File: src/core/rcl_pkg.sv
/*
 * package for the regulator control block: register offsets, bit positions,
 * reset values and operating modes.
 * assumes one bus clock domain and a plain strobe register port.
 */
package rcl_pkg;

	localparam logic [7:0] RCL_CTRL_OFFSET  = 8'h00;
	localparam logic [7:0] RCL_MASK_OFFSET  = 8'h01;
	localparam int         RCL_FLAG_BIT     = 0;
	localparam int         RCL_IEN_BIT      = 1;
	localparam int         RCL_STAT_BIT     = 2;
	localparam logic       RCL_FLAG_RST     = 1'b0;
	localparam logic       RCL_IEN_RST      = 1'b0;
	localparam logic       RCL_STAT_RST     = 1'b0;
	localparam logic       RCL_MASK_RST     = 1'b1;
	localparam logic [7:0] RCL_RDATA_RST    = 8'h00;

	typedef enum logic [1:0] {
		RCL_MODE_SHUTDOWN,
		RCL_MODE_FULL,
		RCL_MODE_REDUCED
	} rcl_mode_e;

endpackage

File: src/core/rcl_regulator_ctrl.sv
/*
 * digital control of the dual-output regulator: control/status register,
 * low-voltage detect status and flag, interrupt request and mode tracking.
 * assumes comparator and power-up inputs are synchronised here or are static.
 */
`timescale 1ns/1ps
// What this block does
// - bit 2 reads detect status; writes to it change nothing.
// - status is one only when supply low and in full performance mode.
// - bit 1 enables the request; request asserts while flag set, enabled and mask register bit 0 set.
// - bit 0 flag sets on every rising or falling change of status.
// - writing one clears the flag unless status changes in the same cycle; zero is ignored; nothing else clears it.
// - entering reduced power mode sets the flag if status was one, as status is forced low.
// - detector updates status only in full performance mode.
// - enable input low means shutdown; high means full or reduced mode.
// - power-on reset output high until core supply passes release level.
// - power-on reset stays active in every mode.
// - reduced power during stop mode, full performance otherwise, unless shutdown.
module rcl_regulator_ctrl
	import rcl_pkg::*;
(
	input  wire logic       clk_i,
	input  wire logic       reset_i,
	input  wire logic [7:0] addr_i,
	input  wire logic [7:0] wdata_i,
	input  wire logic       wr_i,
	input  wire logic       rd_i,
	output logic      [7:0] rdata_o,
	input  wire logic       regulator_enable_input_i,
	input  wire logic       stop_mode_i,
	input  wire logic       supply_low_cmp_i,
	input  wire logic       core_supply_ok_i,
	output logic      [1:0] mode_o,
	output logic            power_on_reset_o,
	output logic            irq_o
);

	////////////////////////////////////////////////////////////////////////////
	// mode tracking

	rcl_mode_e mode;
	// the enable input is static while powered, so it is used unsynchronised
	assign mode = !regulator_enable_input_i ? RCL_MODE_SHUTDOWN :
	              stop_mode_i               ? RCL_MODE_REDUCED  :
	                                          RCL_MODE_FULL;
	assign mode_o = mode;

	// power-on reset is a pure level, independent of mode
	assign power_on_reset_o = !core_supply_ok_i;

	////////////////////////////////////////////////////////////////////////////
	// detector synchroniser and status

	logic cmp_meta_ff;
	logic cmp_sync_ff;
	logic stat_ff;
	logic nxt_stat;
	logic stat_change;

	always_ff @(posedge clk_i or posedge reset_i) begin
		if (reset_i) begin
			cmp_meta_ff <= 1'b0;
			cmp_sync_ff <= 1'b0;
		end else begin
			cmp_meta_ff <= supply_low_cmp_i;
			cmp_sync_ff <= cmp_meta_ff;
		end
	end

	// outside full performance the detector is off and status forced low
	assign nxt_stat    = (mode == RCL_MODE_FULL) ? cmp_sync_ff : 1'b0;
	assign stat_change = nxt_stat != stat_ff;

	always_ff @(posedge clk_i or posedge reset_i) begin
		if (reset_i)
			stat_ff <= RCL_STAT_RST;
		else
			stat_ff <= nxt_stat;
	end

	////////////////////////////////////////////////////////////////////////////
	// register file

	logic       flag_ff;
	logic       ien_ff;
	logic       mask_ff;
	logic       nxt_flag;
	logic       wr_ctrl;
	logic       wr_mask;
	logic       flag_clr;
	logic [7:0] rd_mux;

	assign wr_ctrl  = wr_i && (addr_i == RCL_CTRL_OFFSET);
	assign wr_mask  = wr_i && (addr_i == RCL_MASK_OFFSET);
	assign flag_clr = wr_ctrl && wdata_i[RCL_FLAG_BIT];
	// set wins over clear; a mode change sets the flag only through the status change it causes
	assign nxt_flag = stat_change ? 1'b1 : (flag_clr ? 1'b0 : flag_ff);

	always_ff @(posedge clk_i or posedge reset_i) begin
		if (reset_i) begin
			flag_ff <= RCL_FLAG_RST;
			ien_ff  <= RCL_IEN_RST;
			mask_ff <= RCL_MASK_RST;
		end else begin
			flag_ff <= nxt_flag;
			if (wr_ctrl)
				ien_ff <= wdata_i[RCL_IEN_BIT];
			if (wr_mask)
				mask_ff <= wdata_i[RCL_FLAG_BIT];
		end
	end

	// status bit is read-only: no write path exists for it
	assign rd_mux = (addr_i == RCL_CTRL_OFFSET) ?
	                {5'h00, stat_ff, ien_ff, flag_ff} :
	                (addr_i == RCL_MASK_OFFSET) ? {7'h00, mask_ff} : 8'h00;

	always_ff @(posedge clk_i or posedge reset_i) begin
		if (reset_i)
			rdata_o <= RCL_RDATA_RST;
		else
			rdata_o <= rd_i ? rd_mux : 8'h00;
	end

	////////////////////////////////////////////////////////////////////////////
	// interrupt

	assign irq_o = flag_ff && ien_ff && mask_ff;

endmodule // rcl_regulator_ctrl

File: config.mk
export PLATFORM = sky130hd
export DESIGN_NAME = rcl_regulator_ctrl
export DESIGN_NICKNAME = d
export VERILOG_FILES = /design/src/core/rcl_pkg.sv /design/src/core/rcl_regulator_ctrl.sv
export SDC_FILE = /design/constraint.sdc
export NUM_CORES = 1
export LEC_CHECK = 0
export BUFFER_PORTS_ARGS = -buffer_cell sky130_fd_sc_hd__buf_2
export CORE_AREA = 2 2 39 41
export DETAILED_ROUTE_END_ITERATION = 6
export DIE_AREA = 0 0 41 43
export MAX_ROUTING_LAYER = met4
export PLACE_DENSITY = 0.71
export SYNTH_ARGS = -nofsm -noshare
export SYNTH_HDL_FRONTEND = slang
export SYNTH_SLANG_ARGS = --single-unit
export TNS_END_PERCENT = 50
File: constraint.sdc
create_clock -name clk_i -period 1.5 [get_ports clk_i]
set_clock_uncertainty 0.05 [all_clocks]
set_input_delay 0.225 -clock clk_i [delete_from_list [all_inputs] [get_ports clk_i]]
set_output_delay 0.225 -clock clk_i [all_outputs]
set_load 0.03 [all_outputs]
==> results of run 1 <==
cell usage in the layout, fill, tap and decap left out:
| master | instances |
|---|---|
| conb_1 | 5 |
| clkbuf_1 | 1 |
| mux2_4 | 1 |
| nand4_2 | 1 |
| nor3_2 | 1 |
| nor4_4 | 1 |
| dfrtp_1 | 8 |
| nand4_1 | 1 |
| buf_2 | 24 |
| and3_1 | 2 |
| and2_2 | 1 |
| mux2_1 | 1 |
| xor2_1 | 1 |
| nor2b_1 | 2 |
| clkbuf_4 | 3 |
| dlygate4sd3_1 | 1 |
| mux2_2 | 1 |
| and4_1 | 2 |
| a211o_1 | 1 |
| inv_1 | 3 |
| and3b_1 | 1 |
| and2_1 | 1 |
| dfstp_2 | 1 |
cells by family (layout without fill, tap and decap cells):
| group | Yosys count | count (layout) |
|---|---|---|
| buffers and inverters | 8 | 32 |
| xor gates and xnor gates | 1 | 1 |
| AOI/OAI and AO/OA | 1 | 1 |
| and+or+nand+nor | 13 | 13 |
| muxes | 3 | 3 |
| other | 1 | 5 |
| DFF | 9 | 9 |
power by group:
part	switching [mW]	total, mW	internal, mW
clock	0.0830	0.185	0.102
sequential	0.00282	0.253	0.250
combinational	0.0504	0.0813	0.0309
total	0.136	0.520	0.384
area by class of cell:
class,count,area [sq um],share of cell area
Tap cell,16,20.02,0.03320
Timing Repair Buffer,25,130.1,0.2158
Sequential cell,9,226.5,0.3755
Multi-Input combinational cell,23,188.9,0.3133
Inverter,3,11.26,0.01867
Clock buffer,4,26.28,0.04357
per-layer routing:
| metal | global-route usage | wire length (microns) |
|---|---|---|
| met1 | 0.1030 | 279 |
| met5 | - | 0 |
| met2 | 0.1875 | 474 |
| met3 | 0.04712 | 51 |
| met4 | 0.1200 | 19 |
how the worst min path moves through the flow:
stage,start,endpoint,slack [ps],cells past startpoint
5_1_grt,supply_low_cmp_i,cmp_meta_ff$_DFF_PP0_,6,1
3_5_place_dp,reset_i,rdata_o[2]$_DFF_PP0_,150,2
4_1_cts,supply_low_cmp_i,cmp_meta_ff$_DFF_PP0_,20,1
3_3_place_gp,reset_i,rdata_o[2]$_DFF_PP0_,140,2
2_1_floorplan,reset_i,cmp_meta_ff$_DFF_PP0_,2,1
6_report,supply_low_cmp_i,cmp_meta_ff$_DFF_PP0_,20,1
through the flow:
step	total power, mW	setup slack, ps	util
2_1_floorplan	0.3116	363.3	-
3_3_place_gp	0.3350	186.0	0.4096
3_5_place_dp	0.3374	150.2	0.4096
4_1_cts	0.5286	68.38	0.4358
5_1_grt	0.5503	31.99	0.4358
6_report	0.5197	78.24	0.4358
worst max-delay path: cells and delay by family, from the launching register on:
kind                   cells  cell delay (ps)
buffers and inverters      1              190
DFF                        1              530
and+or+nand+nor            1              160
registers in the layout, summed over array words and instances, names as in the netlist:
| signal | cells |
|---|---|
| cmp_sync_ff | 1 |
| rdata_o | 3 |
| cmp_meta_ff | 1 |
| mask_ff | 1 |
| flag_ff | 1 |
| ien_ff | 1 |
| stat_ff | 1 |
timing repair:
| action | in CTS | in global routing |
|---|---|---|
| hold buffers | 1 | 0 |
| endpoints found under the hold margin | 8 | 0 |
| resized for setup | 0 | 0 |
==> impl_metrics.csv, run 1 <==
group,metric,value,unit
logic_synthesis,yosysTopAreaCellShare,0.4457,
die,die_height,43,microns
finish,fin_cells,80,
finish,nets,89,
clocking,postCtsSetupBuffers,0,
clocking,cts_htree_levels,1,
clocking,clockBufferDepth,2,
die,pin_count,36,
logic_synthesis,ys.flop_type,"dfrtp_1",
hold_path,hp-class,"input port to flop",
logic_synthesis,async_flop_share,1.000,
detailed_routing,drc_errors,0,
logic_synthesis,synth-xor-area-share,0.01950,
critical_path,start_kind,"flop",
die,die_area,1763,sq um
logic_synthesis,synth_cell_types,20,
sta,setup_violations,0,
place,io_buffers,24,
critical_path,crit_slowest_cell,"dfstp_2",
grt,grt_first_pass_wirelength,1297,microns
logic_synthesis,synth_adder_area_share,0,
critical_path,critPathKind,"flop to primary output",
sta,period_share,0.9478,
detailed_routing,drt_iter0_markers,1,
grt,grt_pass1_vias,332,
run,max-cap-violations,0,
place,gp_congestion,0.6480,
outcome,status,"completed",
logic_synthesis,synth_area_leaders,"dfrtp_1 45%, buf_4 8.4%, dfstp_2 5.8%",
sta,rsz0062_at_grt,"no",
logic_synthesis,synth_area,449.2,sq um
grt,grt_overflow_total,0,
logic_synthesis,synth.avg_cell_area,12.48,sq um
finish,diodes,0,
place,placedCellCount,75,
clocking,cts_tree,"built",
die,row_count,14,
critical_path,r2r_start,"cmp_sync_ff$_DFF_PP0_",
clocking,cts_inserted_buffers,3,
logic_synthesis,yosysMostFrequentCell,"dfrtp_1",
critical_path,crit_start,"mask_ff$_DFFE_PP1P_",
clocking,clock_sinks,9,
logic_synthesis,synth-simple-area-share,0.2563,
critical_path,path_cells,"and3_1 -> buf_2",
grt,antenna_found_initial,0,
critical_path,worstPathArrival,1150,ps
finish,design_area,603.1,sq um
logic_synthesis,synth_seq_cells,9,
detailed_routing,postRouteAntennaNets,0,
sta,max_freq,703.4,MHz
detailed_routing,first_pass_iters,3,
critical_path,end_kind,"primary output",
critical_path,r2r_cells,3,
finish,syn_to_final_growth,34.26,%
critical_path,regToRegEndpoint,"flag_ff$_DFFE_PP0P_",
pwr,p_per_area,861.8,nW/um^2
detailed_routing,wire_per_inst,10.29,microns
detailed_routing,viasPerCell,4.313,
sta,period_needed,1422,ps
critical_path,critPathRequiredTime,1220,ps
logic_synthesis,synth_edf_count,0,
logic_synthesis,synth-compound-area-share,0.01950,
critical_path,slowest_delay,530,ps
grt,grt_max_degree,10,
sta,hold_slack,23.01,ps
critical_path,r2r_slack,430,ps
detailed_routing,drt-total-wl,823,microns
clocking,cts-root-buf,"clkbuf_4",
logic_synthesis,synthCells,36,
die,start_util,0.3246,
finish,fillCellCount,137,
logic_synthesis,synthMuxAreaShare,0.08357,
sta,setup_tns,0,ps
grt,grt_use_total,0.1227,
logic_synthesis,synth_warnings,0,
logic_synthesis,ys_seq_area_frac,0.5042,
finish,drive_above_1_share,0.5313,
die,die_w,41,microns
detailed_routing,vias,345,
logic_synthesis,synth_top_area_cell,"dfrtp_1",
pwr,ir_drop,283.6,uV
pwr,leakage,0.3507,nW
sta,report.final.slew_viol_count,0,
clocking,path_clk_slew,60,ps
critical_path,critPathMaxFanout,3,
logic_synthesis,synth_common_cells,"8 x dfrtp_1, 5 x buf_4, 3 x inv_1",
place,placed_cell_area,566.8,sq um
logic_synthesis,synth_top_family_by_area,"simple AND/OR/NAND/NOR gates",
critical_path,endpoint,"irq_o",
sta,hold_viol_final,0,
clocking,insertion_delay,260,ps
die,core_area,1384,sq um
Note: power is estimated with default switching activity, not from simulation.
==> inputs of run 2 (changes only) <==
--- a/config.mk
+++ b/config.mk
@@ -10,7 +10,7 @@
 export DETAILED_ROUTE_END_ITERATION = 6
 export DIE_AREA = 0 0 41 43
 export MAX_ROUTING_LAYER = met4
-export PLACE_DENSITY = 0.71
+export PLACE_DENSITY_LB_ADDON = 0.15
 export SYNTH_ARGS = -nofsm -noshare
 export SYNTH_HDL_FRONTEND = slang
 export SYNTH_SLANG_ARGS = --single-unit
==> run 2 against run 1 <==
Via count decreased by 4.6%. Clock-buffer cell count unchanged. Global-route usage decreased by 1.1 points. Largest cell class unchanged. Total power decreased by 0.54%. Largest power group unchanged.
==> impl_metrics.csv, run 2 (same netlist as run 1, synthesis figures left out) <==
group,metric,value,unit
critical_path,worstPathArrival,1120,ps
finish,diodes,0,
pwr,leakage,0.3507,nW
sta,setup_tns,0,ps
finish,fin_cells,80,
die,start_util,0.3246,
pwr,pwr-share-clk,0.354,
grt,grt_overflow_total,0,
clocking,cts_resized,0,
die,die_height,43,microns
pwr,switchingPower,133.6,uW
pwr,p_per_area,857.1,nW/um^2
critical_path,critPathMaxFanout,3,
clocking,cts_tree,"built",
pwr,p_int,383.4,uW
sta,rsz0062_at_grt,"no",
finish,layout_commonest_cell,"buf_2",
critical_path,start_kind,"flop",
clocking,clockBufferDepth,2,
sta,period_needed,1392,ps
grt,grt_use_total,0.1115,
clocking,cts_inserted_buffers,3,
finish,design_area,603.1,sq um
clocking,postCtsSetupBuffers,0,
detailed_routing,wire_per_inst,9.425,microns
grt,top_usage_layer,"met2",
place,gp_congestion,0.6992,
pwr,comb_power_share,0.156,
sta,setup_violations,0,
place,placedCellCount,75,
grt,grt_pass1_vias,326,
critical_path,end_kind,"primary output",
detailed_routing,first_pass_iters,1,
grt,grt_use_met2,0.1563,
finish,final_cell_mix,"24 x buf_2, 8 x dfrtp_1, 5 x conb_1",
pwr,power_frac_seq,0.490,
critical_path,critPathRequiredTime,1220,ps
place,placed_cell_area,566.8,sq um
sta,hold_viol_final,0,
sta,report.final.slew_viol_count,0,
grt,met1_usage,0.1304,
hold_path,hp-class,"input port to flop",
grt,antenna_found_initial,0,
finish,nets,89,
run,max-cap-violations,0,
detailed_routing,postRouteAntennaNets,0,
die,row_count,14,
sta,hold_slack,21.90,ps
die,die_w,41,microns
grt,grt_use_met3,0.04712,
place,io_buffers,24,
finish,syn_to_final_growth,34.26,%
finish,largest_reg_flops,3,
die,die_area,1763,sq um
pwr,finalPower,516.9,uW
pwr,ir_drop,351.8,uV
detailed_routing,viasPerCell,4.113,
grt,grt_max_degree,10,
outcome,status,"completed",
pwr,p_sw_frac,0.2584,
detailed_routing,drc_errors,0,
detailed_routing,drt_iter0_markers,0,
clocking,cts_htree_levels,1,
die,core_area,1384,sq um
grt,grt_first_pass_wirelength,1262,microns
finish,drive_above_1_share,0.5313,
finish,max_flop_register,"rdata_o",
sta,max_freq,718.4,MHz
detailed_routing,vias,329,
die,pin_count,36,
clocking,clock_sinks,9,
clocking,cts-root-buf,"clkbuf_4",
clocking,path_clk_slew,60,ps
critical_path,critPathKind,"flop to primary output",
clocking,insertion_delay,250,ps
place,hpwl,666,microns
detailed_routing,drt-total-wl,754,microns
sta,period_share,0.9280,
run 2: cell counts in the layout (fill, tap and decap cells not counted):
Identical to the previous run, type by type.
run 2: routing by layer:
layer	part of all wire	wire, microns	vias to the layer above
met5	0	0	-
met3	0.086	65	0
met4	0	0	0
li1	-	-	169
met2	0.51	382	15
met1	0.41	306	145
run 2: repair_timing:
action | in CTS | in global routing
hold endpoints to repair | 8 | 0
hold buffers | 1 | 0
setup endpoints to repair | 0 | 0
run 2: metrics by stage:
step                utilization  worst slack, ps
floorplan                     -            363.3
global placement         0.4096            186.6
detailed placement       0.4096            186.1
CTS                      0.4358            89.39
global route             0.4358            65.31
finish                   0.4358            108.1
run 2: area by class of cell:
class,instances,area [sq um]
Fill cell,145,780.7
Multi-Input combinational cell,23,188.9
Sequential cell,9,226.5
Tap cell,16,20.02
Timing Repair Buffer,25,130.1
Inverter,3,11.26
Clock buffer,4,26.28
run 2: worst paths after layout:
path | startpoint | to | slack, ps | cells past startpoint
setup / recovery | mask_ff$_DFFE_PP1P_ | irq_o | 110 | 2
hold / removal | supply_low_cmp_i | cmp_meta_ff$_DFF_PP0_ | 20 | 1
setup reg to reg | cmp_sync_ff$_DFF_PP0_ | flag_ff$_DFFE_PP0P_ | 430 | 3
hold reg to reg | cmp_meta_ff$_DFF_PP0_ | cmp_sync_ff$_DFF_PP0_ | 300 | 0
max in group asynchronous | reset_i | mask_ff$_DFFE_PP1P_ | 680 | 3
min in group asynchronous | reset_i | rdata_o[2]$_DFF_PP0_ | 410 | 3
run 2: power by group through the flow:
stage               clock network, mW  registers [mW]  logic (mW)
floorplan                           0           0.257      0.0549
global placement                    0           0.258      0.0782
detailed placement                  0           0.258      0.0794
CTS                             0.192           0.254      0.0816
global route                    0.201           0.254      0.0892
finish                          0.183           0.253      0.0804
run 2: worst max-delay path, stage by stage (launching register included):
cell and delay [ps]:
dfstp_2 540, and3_1 140, buf_2 190
